<file path="src/rtc_pkg.sv">
package rtc_pkg;

  // ----------------------------------------------------------------
  // Register map
  // ----------------------------------------------------------------
  localparam logic [3:0] RTC_ALARM_FIRST_ADDR  = 4'h7;
  localparam logic [3:0] RTC_ALARM_LAST_ADDR   = 4'hD;
  localparam logic [3:0] RTC_CONTROL_ADDR      = 4'hE;
  localparam logic [3:0] RTC_STATUS_ADDR       = 4'hF;
  localparam int         RTC_ALARM_REGS        = 7;

  // Alarm byte indices, counted from the first alarm register
  localparam logic [2:0] RTC_A1_SEC_IDX        = 3'h0;
  localparam logic [2:0] RTC_A1_MIN_IDX        = 3'h1;
  localparam logic [2:0] RTC_A1_HR_IDX         = 3'h2;
  localparam logic [2:0] RTC_A1_DD_IDX         = 3'h3;
  localparam logic [2:0] RTC_A2_MIN_IDX        = 3'h4;
  localparam logic [2:0] RTC_A2_HR_IDX         = 3'h5;
  localparam logic [2:0] RTC_A2_DD_IDX         = 3'h6;

  // ----------------------------------------------------------------
  // Field positions
  // ----------------------------------------------------------------
  localparam int         RTC_MASK_BIT          = 7;
  localparam int         RTC_DAYDATE_SEL_BIT   = 6;
  localparam int         RTC_OSF_BIT           = 7;
  localparam int         RTC_A2F_BIT           = 1;
  localparam int         RTC_A1F_BIT           = 0;

  // ----------------------------------------------------------------
  // Reset values
  // ----------------------------------------------------------------
  localparam logic [7:0] RTC_CONTROL_RST       = 8'h18;
  localparam logic [7:0] RTC_STATUS_RST        = 8'h80;
  localparam logic [7:0] RTC_ALARM_RST         = 8'h00;
  localparam logic [7:0] RTC_SECONDS_ZERO      = 8'h00;

  // ----------------------------------------------------------------
  // Timing
  // ----------------------------------------------------------------
  localparam int         RTC_CLK_PERIOD_NS     = 25;
  localparam int         RTC_OSC_STOP_NS       = 100000;
  localparam int         RTC_OSC_STOP_CYC      = RTC_OSC_STOP_NS / RTC_CLK_PERIOD_NS;
  localparam int         RTC_DIV_W             = 15;
  localparam int         RTC_DIV_4096_BIT      = 2;
  localparam int         RTC_DIV_8192_BIT      = 1;
  localparam int         RTC_DIV_1HZ_BIT       = 14;

  // ----------------------------------------------------------------
  // Types
  // ----------------------------------------------------------------
  typedef enum logic [1:0] {
    RTC_RATE_1HZ,
    RTC_RATE_4K,
    RTC_RATE_8K,
    RTC_RATE_32K
  } rtc_rate_t;

  typedef struct packed {
    logic      osc_disable_n;
    logic [1:0] zero_hi;
    rtc_rate_t rate_select;
    logic      irq_routing_select;
    logic      second_alarm_irq_en;
    logic      first_alarm_irq_en;
  } rtc_control_t;

  typedef struct packed {
    logic [7:0] seconds;
    logic [7:0] minutes;
    logic [7:0] hours;
    logic [7:0] day;
    logic [7:0] date;
  } rtc_time_t;

endpackage : rtc_pkg

</file>
<file path="src/rtc_alarm_ctrl.sv">
`timescale 1ns/10ps
`default_nettype none

// Functional notes
// First alarm all masks set: every second
// First alarm partial masks: sec/min/hour matching
// First alarm unmasked: full match incl day/date
// Second alarm all masked: once per minute
// Second alarm partial masks: minutes, hours matching
// Second alarm unmasked: minutes, hours, day/date
// Oscillator runs while disable bit zero; resets zero
// Rate codes pick 1Hz/4k/8k/32k square wave
// Rate select bits reset to ones
// Routing one: each alarm to own pin
// Routing zero: square wave on shared pin
// Second enable gates second flag to pin
// First enable gates first flag to pin
// Oscillator stop flag set whenever oscillator stops
// Stop flag holds until written zero
// Alarm flags clear by zero only
// Interrupt pins active low when flag enabled
// Match tested on once-per-second update
// Day/date bit chooses day or date
// Square wave divided from crystal, halts stopped
module rtc_alarm_ctrl
  import rtc_pkg::*;
(
  input  wire logic       core_clk_in,
  input  wire logic       sys_rst_in,
  input  wire logic       osc_clk_in,
  input  wire logic       time_tick_in,
  input  wire rtc_time_t  time_now_in,
  input  wire logic [3:0] reg_addr_in,
  input  wire logic       reg_wr_in,
  input  wire logic [7:0] reg_wdata_in,
  output logic      [7:0] reg_rdata_out,
  output logic            osc_run_out,
  output logic            irq_out_first_n_out,
  output logic            square_or_irq_second_n_out
);

  // ----------------------------------------------------------------
  // Helpers
  // ----------------------------------------------------------------
  // A field matches when its mask bit is set or its value agrees
  function automatic logic field_hit(input logic [7:0] alarm, input logic [7:0] now);
    field_hit = alarm[RTC_MASK_BIT] | (alarm[6:0] == now[6:0]);
  endfunction : field_hit

  // Day/date byte compares six bits against day or date
  function automatic logic daydate_hit(input logic [7:0] alarm, input rtc_time_t now);
    logic [7:0] ref_val;
    ref_val = alarm[RTC_DAYDATE_SEL_BIT] ? now.day : now.date;
    daydate_hit = alarm[RTC_MASK_BIT] | (alarm[5:0] == ref_val[5:0]);
  endfunction : daydate_hit

  // A hardware set wins over a software clear in the same cycle
  function automatic logic flag_next(input logic set, input logic cur, input logic clr);
    flag_next = set | (cur & ~clr);
  endfunction : flag_next

  // ----------------------------------------------------------------
  // Registers
  // ----------------------------------------------------------------
  rtc_control_t               ctrl_r;
  rtc_control_t               ctrl_nxt;
  logic                       osf_r;
  logic                       osf_nxt;
  logic                       a1f_r;
  logic                       a1f_nxt;
  logic                       a2f_r;
  logic                       a2f_nxt;
  logic [7:0]                 alarm_r [RTC_ALARM_REGS];
  logic [7:0]                 rdata_nxt;
  logic                       irq_first_n_r;
  logic                       sq_pin_r;
  logic                       sq_pin_nxt;

  // Oscillator path
  logic                       osc_s1_r;
  logic                       osc_s2_r;
  logic                       osc_s3_r;
  logic [RTC_DIV_W-1:0]       div_r;
  logic [11:0]                idle_cnt_r;
  logic                       osc_dead_r;
  logic                       sq_level_r;

  // ----------------------------------------------------------------
  // Decode
  // ----------------------------------------------------------------
  wire        wr_ctrl    = reg_wr_in && (reg_addr_in == RTC_CONTROL_ADDR);
  wire        wr_status  = reg_wr_in && (reg_addr_in == RTC_STATUS_ADDR);
  wire        in_alarm   = (reg_addr_in >= RTC_ALARM_FIRST_ADDR) &&
                           (reg_addr_in <= RTC_ALARM_LAST_ADDR);
  wire [2:0]  alarm_idx  = 3'(reg_addr_in - RTC_ALARM_FIRST_ADDR);
  wire        wr_alarm   = reg_wr_in && in_alarm;
  wire        osc_on     = ~ctrl_r.osc_disable_n;
  wire        osc_rise   = osc_s2_r & ~osc_s3_r;

  // ----------------------------------------------------------------
  // First alarm matching
  // ----------------------------------------------------------------
  wire a1_sec_hit = field_hit(alarm_r[RTC_A1_SEC_IDX], time_now_in.seconds);
  wire a1_min_hit = field_hit(alarm_r[RTC_A1_MIN_IDX], time_now_in.minutes);
  wire a1_hr_hit  = field_hit(alarm_r[RTC_A1_HR_IDX],  time_now_in.hours);
  wire a1_dd_hit  = daydate_hit(alarm_r[RTC_A1_DD_IDX], time_now_in);
  wire a1_match   = a1_sec_hit & a1_min_hit & a1_hr_hit & a1_dd_hit;

  // ----------------------------------------------------------------
  // Second alarm matching
  // ----------------------------------------------------------------
  // Second alarm has no seconds byte, so it only fires at second zero
  wire a2_sec_hit = (time_now_in.seconds == RTC_SECONDS_ZERO);
  wire a2_min_hit = field_hit(alarm_r[RTC_A2_MIN_IDX], time_now_in.minutes);
  wire a2_hr_hit  = field_hit(alarm_r[RTC_A2_HR_IDX],  time_now_in.hours);
  wire a2_dd_hit  = daydate_hit(alarm_r[RTC_A2_DD_IDX], time_now_in);
  wire a2_match   = a2_sec_hit & a2_min_hit & a2_hr_hit & a2_dd_hit;

  wire a1_set   = time_tick_in & a1_match;
  wire a2_set   = time_tick_in & a2_match;
  wire osf_set  = ~osc_on | osc_dead_r;

  // ----------------------------------------------------------------
  // Next-state values
  // ----------------------------------------------------------------
  // Software clear strobes: a zero written to a flag bit
  wire clr_osf = wr_status & ~reg_wdata_in[RTC_OSF_BIT];
  wire clr_a1f = wr_status & ~reg_wdata_in[RTC_A1F_BIT];
  wire clr_a2f = wr_status & ~reg_wdata_in[RTC_A2F_BIT];

  assign osf_nxt = flag_next(osf_set, osf_r, clr_osf);
  assign a1f_nxt = flag_next(a1_set,  a1f_r, clr_a1f);
  assign a2f_nxt = flag_next(a2_set,  a2f_r, clr_a2f);

  // ----------------------------------------------------------------
  // Control
  // ----------------------------------------------------------------

  // Bits 6 and 5 of control always read zero
  assign ctrl_nxt = wr_ctrl ? rtc_control_t'({reg_wdata_in[7], 2'b00, reg_wdata_in[4:0]})
                            : ctrl_r;

  // ----------------------------------------------------------------
  // Interrupt pins
  // ----------------------------------------------------------------
  wire a1_irq   = a1f_r & ctrl_r.first_alarm_irq_en;
  wire a2_irq   = a2f_r & ctrl_r.second_alarm_irq_en;
  wire a2_on_first     = a2_irq & ~ctrl_r.irq_routing_select;
  wire irq_first_nxt_n = ~(a1_irq | a2_on_first);

  // ----------------------------------------------------------------
  // Square wave selection
  // ----------------------------------------------------------------
  // Taps of the divided crystal clock
  wire tap_1hz = div_r[RTC_DIV_1HZ_BIT];
  wire tap_4k  = div_r[RTC_DIV_4096_BIT];
  wire tap_8k  = div_r[RTC_DIV_8192_BIT];
  wire tap_32k = osc_s3_r;

  logic sq_sel;
  always_comb begin
    unique case (ctrl_r.rate_select)
      RTC_RATE_1HZ: sq_sel = tap_1hz;
      RTC_RATE_4K:  sq_sel = tap_4k;
      RTC_RATE_8K:  sq_sel = tap_8k;
      RTC_RATE_32K: sq_sel = tap_32k;
    endcase
  end

  // Routing picks the second alarm or the square wave for the shared pin
  assign sq_pin_nxt = ctrl_r.irq_routing_select ? ~a2_irq : sq_level_r;

  // ----------------------------------------------------------------
  // Read path
  // ----------------------------------------------------------------
  wire [7:0] ctrl_word   = ctrl_r;
  wire [7:0] status_word = {osf_r, 5'b00000, a2f_r, a1f_r};

  always_comb begin
    rdata_nxt = 8'h00;
    if (in_alarm) begin
      rdata_nxt = alarm_r[alarm_idx];
    end else if (reg_addr_in == RTC_CONTROL_ADDR) begin
      rdata_nxt = ctrl_word;
    end else if (reg_addr_in == RTC_STATUS_ADDR) begin
      rdata_nxt = status_word;
    end
  end

  // ----------------------------------------------------------------
  // Register file
  // ----------------------------------------------------------------
  always_ff @(posedge core_clk_in) begin
    if (sys_rst_in) begin
      ctrl_r <= RTC_CONTROL_RST;
    end else begin
      ctrl_r <= ctrl_nxt;
    end
  end

  // Stop flag comes up set, so software can tell the time is not valid
  always_ff @(posedge core_clk_in) begin
    if (sys_rst_in) begin
      osf_r <= RTC_STATUS_RST[RTC_OSF_BIT];
    end else begin
      osf_r <= osf_nxt;
    end
  end

  always_ff @(posedge core_clk_in) begin
    if (sys_rst_in) begin
      a1f_r <= 1'b0;
    end else begin
      a1f_r <= a1f_nxt;
    end
  end

  always_ff @(posedge core_clk_in) begin
    if (sys_rst_in) begin
      a2f_r <= 1'b0;
    end else begin
      a2f_r <= a2f_nxt;
    end
  end

  always_ff @(posedge core_clk_in) begin
    if (sys_rst_in) begin
      for (int i = 0; i < RTC_ALARM_REGS; i++) begin
        alarm_r[i] <= RTC_ALARM_RST;
      end
    end else if (wr_alarm) begin
      alarm_r[alarm_idx] <= reg_wdata_in;
    end
  end

  // ----------------------------------------------------------------
  // Outputs
  // ----------------------------------------------------------------
  always_ff @(posedge core_clk_in) begin
    if (sys_rst_in) begin
      reg_rdata_out <= 8'h00;
    end else begin
      reg_rdata_out <= rdata_nxt;
    end
  end

  // Pins idle high so no false interrupt leaves reset
  always_ff @(posedge core_clk_in) begin
    if (sys_rst_in) begin
      irq_first_n_r <= 1'b1;
    end else begin
      irq_first_n_r <= irq_first_nxt_n;
    end
  end

  always_ff @(posedge core_clk_in) begin
    if (sys_rst_in) begin
      sq_pin_r <= 1'b1;
    end else begin
      sq_pin_r <= sq_pin_nxt;
    end
  end

  assign irq_out_first_n_out        = irq_first_n_r;
  assign square_or_irq_second_n_out = sq_pin_r;
  assign osc_run_out                = osc_on;

  // ----------------------------------------------------------------
  // Crystal clock sampling and division
  // ----------------------------------------------------------------
  // Third stage feeds the edge detector and the 32k square wave tap, never the first stage
  always_ff @(posedge core_clk_in) begin
    if (sys_rst_in) begin
      osc_s1_r <= 1'b0;
    end else begin
      osc_s1_r <= osc_clk_in;
    end
  end

  always_ff @(posedge core_clk_in) begin
    if (sys_rst_in) begin
      osc_s2_r <= 1'b0;
    end else begin
      osc_s2_r <= osc_s1_r;
    end
  end

  always_ff @(posedge core_clk_in) begin
    if (sys_rst_in) begin
      osc_s3_r <= 1'b0;
    end else begin
      osc_s3_r <= osc_s2_r;
    end
  end

  // Divider advances only on crystal edges while enabled
  always_ff @(posedge core_clk_in) begin
    if (sys_rst_in) begin
      div_r <= '0;
    end else if (osc_on && osc_rise) begin
      div_r <= div_r + 1'b1;
    end
  end

  // Square level freezes when the crystal stops
  always_ff @(posedge core_clk_in) begin
    if (sys_rst_in) begin
      sq_level_r <= 1'b0;
    end else if (osc_on && !osc_dead_r) begin
      sq_level_r <= sq_sel;
    end
  end

  // A missing crystal edge for the stop window counts as a stop
  // Counter parks at the window end instead of wrapping
  always_ff @(posedge core_clk_in) begin
    if (sys_rst_in) begin
      idle_cnt_r <= '0;
    end else if (osc_rise) begin
      idle_cnt_r <= '0;
    end else if (idle_cnt_r != 12'(RTC_OSC_STOP_CYC)) begin
      idle_cnt_r <= idle_cnt_r + 12'h001;
    end
  end

  always_ff @(posedge core_clk_in) begin
    if (sys_rst_in) begin
      osc_dead_r <= 1'b0;
    end else if (osc_rise) begin
      osc_dead_r <= 1'b0;
    end else if (idle_cnt_r == 12'(RTC_OSC_STOP_CYC)) begin
      osc_dead_r <= 1'b1;
    end
  end

endmodule : rtc_alarm_ctrl

`default_nettype wire

</file>
<file path="config.mk">
export PLATFORM = sky130hd
export DESIGN_NAME = rtc_alarm_ctrl
export DESIGN_NICKNAME = d
export VERILOG_FILES = /design/src/rtc_pkg.sv /design/src/rtc_alarm_ctrl.sv
export SDC_FILE = /design/constraint.sdc
export NUM_CORES = 1
export LEC_CHECK = 0
export BUFFER_PORTS_ARGS = -buffer_cell sky130_fd_sc_hd__buf_2
export CAP_MARGIN = 0
export CELL_PAD_IN_SITES_DETAIL_PLACEMENT = 0
export CELL_PAD_IN_SITES_GLOBAL_PLACEMENT = 1
export CORE_MARGIN = 4
export CORE_UTILIZATION = 50
export DETAILED_ROUTE_END_ITERATION = 16
export HOLD_SLACK_MARGIN = 0.06
export MAX_ROUTING_LAYER = met4
export PLACE_DENSITY_LB_ADDON = 0.08
export SLEW_MARGIN = 15
export SYNTH_ARGS = -nofsm -noshare
export SYNTH_HDL_FRONTEND = slang
export SYNTH_SLANG_ARGS = --single-unit
export TNS_END_PERCENT = 30
</file>
<file path="constraint.sdc">
create_clock -name core_clk_in -period 7.7 [get_ports core_clk_in]
set_input_delay 1.54 -clock core_clk_in [delete_from_list [all_inputs] [get_ports core_clk_in]]
set_output_delay 1.54 -clock core_clk_in [all_outputs]
set_load 0.005 [all_outputs]
</file>
Word level (Yosys, flattened, before mapping) --
Memory sizes are Yosys's and may differ from the RTL's. Index checks and enable logic that the tools add are counted.
Storage, ports and cells: word-level logic and storage cells 105, memories kept 1, memory bits (writable) 56, bits in latches 0, ROM bits 0, bits in registers 51
Cells by class: div/mod/pow operators 0, muxes and demuxes 15, $lt $le $gt $ge 2, eq/ne operators 14, bitwise logic cells 41, $add $sub $neg 3, reductions and logical operators 11, shift-type cells 0, multipliers 0
Memory list:
- alarm_r | depth 7, width 8, rd ports 8, clocked after memory_dff 0, write ports 7, line rtc_alarm_ctrl.sv:73 | logic [7:0] alarm_r [RTC_ALARM_REGS];
Operator list (number):
- 7-bit equality test | 5
- 8-bit two-way mux | 4
- 1-bit AND | 18
- 15-bit by 1-bit adder with 15-bit output (second input constant) | 1
- 12-bit by 1-bit adder with 12-bit output (second input constant) | 1
- 12-bit equality test (second input constant) | 1
- 6-bit equality test | 2
- 6-bit two-way mux | 2
- 12-bit inequality test (second input constant) | 1
- 1-bit bitwise OR | 12
- 1-bit inverter | 11
- 4-bit equality test (second input constant) | 2
- 8-bit zero test | 1
- 8-bit OR reduction | 1
- 1-bit two-way mux | 7
- 1-bit logical AND | 6
- 2-bit equality test (second input constant) | 2
- 4-bit by 3-bit greater-or-equal comparator with 1-bit output (second input constant) | 1
- 4-bit less-or-equal comparator (second input constant) | 1
- 1-bit case mux with 4 select lines | 1
- 3-bit two-way mux | 1
- 3-bit subtractor (second input constant) | 1
- 2-bit by 1-bit equality test with 1-bit output (second input constant) | 1
- 2-bit zero test | 1
- 2 further kinds | 2

Longest topological paths before layout --
word-level depth 8, mapped depth 10, gate-level depth less buffers 7

Worst setup path before layout --
Ideal clock, no wire load.
kind input port to flip-flop, from input port reg_addr_in[0], to memory alarm_r[2][0], enable pin, arrival time 3.523 ns, stages 7, path slack 3.842 ns, buffers on the path 3, cells stage by stage buf_4 clkinv_1 ha_1 buf_1 buf_2 nand4_1 nand2b_1
RTL lines:
- start, declared | line rtc_alarm_ctrl.sv:33 | input wire logic [3:0] reg_addr_in,
- end, declared | line rtc_alarm_ctrl.sv:73

==> impl_results.md <==
* Tot GR Track Use at 0.237
* Via count at 4142
* Vias in the first global route at 4026
* WHS at 460 ps
* Clk sink count at 115
* Share of cells above drive strength 1 at 0.205
* Final ANT Viol Nets at 0
* Worst-Margin Slew at 982 ps
* Syn Inst Count at 510
* First-pass GRT wire length at 22200 um
* Ports at 68
* Vertical die dimension at 115 um
* Slew HR at 0.343
* Post-synth ARST share at 0
* Switching share of power at 0.226
* Commonest cells after routing, fill and taps aside: nor2_1, buf_2, dfxtp_1
* Power density relative to cell area at 249 nW/um2
* Final #Nets at 635
* Sequential share of the synthesized area at 0.501
* # DRC at 0
* Tcrit/Tclk final at 0.575
* Pre-antenna DRT Iters at 5
* Core box area at 11000 um2
* Post-CTS Hold Fix Bufs at 0
* Die X at 115 um
* Leak at 0.00248 uW
* FMAX at 0.226 GHz
* Syn_nets at 574
* Setup crit start kind: primary input
* H-tree levels at 4
* Worst Hold Class: reg2reg
* Cell row count at 38
* CP max FO at 19
* Library cells used by synthesis at 50
* Overflow after GRT at 0
* Seq cells post-synth at 115
* Post-synth EDFFs at 56
* Clock power frac at 0.508
* Die area at 13200 um2
* Num CTS Buffers at 17
* Worst EP arrival at 4500 ps
* Max cap viols at 0
* RSZ-0062 raised after global routing: no
* Pins Over Slew Limit at 0
* Dpl cell area at 6100 um2
* VDD IR max at 0.133 mV
* Initial antenna violation count at 0
* YS warnings at 0
* Sequential Power Share at 0.408
* Req. time, crit path at 7770 ps
* Antenna cells at 0
* Status: finished, final reports clean
* Syn-to-layout area delta at 17.9%
* Total Wirelength at 14400 um
* Setup violations, final at 0
* Largest net degree at the start of global routing at 56
* Post-Syn Area at 5720 um2
* Clock latency on the worst-skew pair at 410 ps
* Starting Density at 0.518
* Worst Skew at 8.48 ps
* Gp weighted congestion at 0.863
* Wirelength per Cell at 19.9 um
* CTS tree: built
* Finished Cell Area at 6740 um2
* Total power at 1680 uW
* Post-CTS resize count at 0
* Clock slew at reported path FFs at 60 ps
* Post-CTS setup buffer count at 0
* Sw power at 379 uW
* Vias per cell at 5.72
* Root Driver: clkbuf_16
* Ys flop type: dfxtp_1
* Tmin final at 4430 ps
* Dpl hpwl at 10500 um
* Avg Inst Size Synth at 11.2 um2
* CP Class: in2reg
* Setup TNS at 0 ps
* Internal at 1300 uW
* Comb pwr share at 0.084
* Fin. Hold Viols at 0
* Initial DRC count at 339
* CP endpoint kind: flop
* Commonest non-fill, non-tap cell in the layout: nor2_1
* Port Buffers at 61
* Max Root-Sink Buffers at 2
==> cell families after synthesis <==
logic type	Yosys count	share of synthesized area
and+or+nand+nor	187	0.172
DFF	115	0.501
xor gates and xnor gates	68	0.105
AOI/OAI and AO/OA	47	0.0538
muxes	46	0.120
buffers and inverters	40	0.0326
adders and majority gates	7	0.0153
==> worst max-delay path, stage by stage <==
cell and delay (ps):
buf_2 460, ha_1 390, nand2_1 140, mux2i_4 410
and3b_1 620, nand4_1 450, nand2b_1 480
==> final timing paths <==
| kind | startpoint | to | slack (ps) | depth (start not counted) |
|---|---|---|---|---|
| hold reg to reg | osc_s1_r | osc_s2_r | 460 | 1 |
| hold / removal | osc_s1_r | osc_s2_r | 460 | 1 |
| setup reg to reg | alarm_r[3][6] | a1f_r | 5630 | 5 |
| setup / recovery | reg_addr_in[0] | alarm_r[3][0] | 3270 | 7 |
==> metrics by stage <==
step                instances   util  setup WS (ps)
floorplan                 510      -           3840
global placement          692  0.553           2910
detailed placement        692  0.553           2850
CTS                       724  0.611           3280
global route              724  0.611           3010
finish                    724  0.611           3270
==> power by group through the flow <==
stage | Combinational [uW] | Sequential (uW) | Clock, uW
finish | 140 | 685 | 853
CTS | 141 | 685 | 857
floorplan | 96.1 | 688 | 0
global route | 152 | 687 | 890
global placement | 137 | 697 | 0
detailed placement | 140 | 697 | 0
==> synthesized netlist by cell type (8+ instances only) <==
| cell | number | area (um2) |
|---|---|---|
| edfxtp_1 | 56 | 1680 |
| and2_1 | 8 | 50.1 |
| nand2_1 | 28 | 105 |
| mux2i_1 | 28 | 280 |
| nor2_1 | 64 | 240 |
| nand2b_1 | 17 | 106 |
| buf_2 | 8 | 40.0 |
| xnor2_1 | 37 | 324 |
| dfxtp_1 | 59 | 1180 |
| nor4_1 | 11 | 68.8 |
| nand3_1 | 12 | 60.1 |
| o21ai_0 | 11 | 55.1 |
| inv_1 | 18 | 67.6 |
| nand4_1 | 11 | 68.8 |
| a21oi_1 | 13 | 65.1 |
| xor2_1 | 30 | 263 |
| mux4_2 | 17 | 383 |
==> cell type report <==
class / instances / area, um2
clock buffers: 18 / 429
clock inverters: 14 / 211
fillers: 902 / 4290
inverters: 19 / 71.3
multi-input cells: 355 / 2670
flip-flops and latches: 115 / 2860
well taps: 140 / 175
repair buffers: 63 / 320
==> sequential cells by signal, indices dropped and copies added (netlist names) <==
signal                      count
osc_s1_r                        1
div_r                          15
osf_r                           1
osc_s2_r                        1
sq_level_r                      1
a1f_r                           1
reg_rdata_out                   8
ctrl_r                          6
osc_dead_r                      1
alarm_r                        64
osc_s3_r                        1
idle_cnt_r                     12
a2f_r                           1
irq_out_first_n_out             1
square_or_irq_second_n_out      1
==> layer usage <==
layer | track usage | vias to the layer above | part of all wire
met3 | 0.0668 | 17 | 0.080
met1 | 0.317 | 2006 | 0.45
met4 | 0.0736 | 0 | 0.015
li1 | - | 1952 | -
met5 | - | - | 0
met2 | 0.352 | 167 | 0.45
Note: power is estimated with default switching activity, not from simulation.
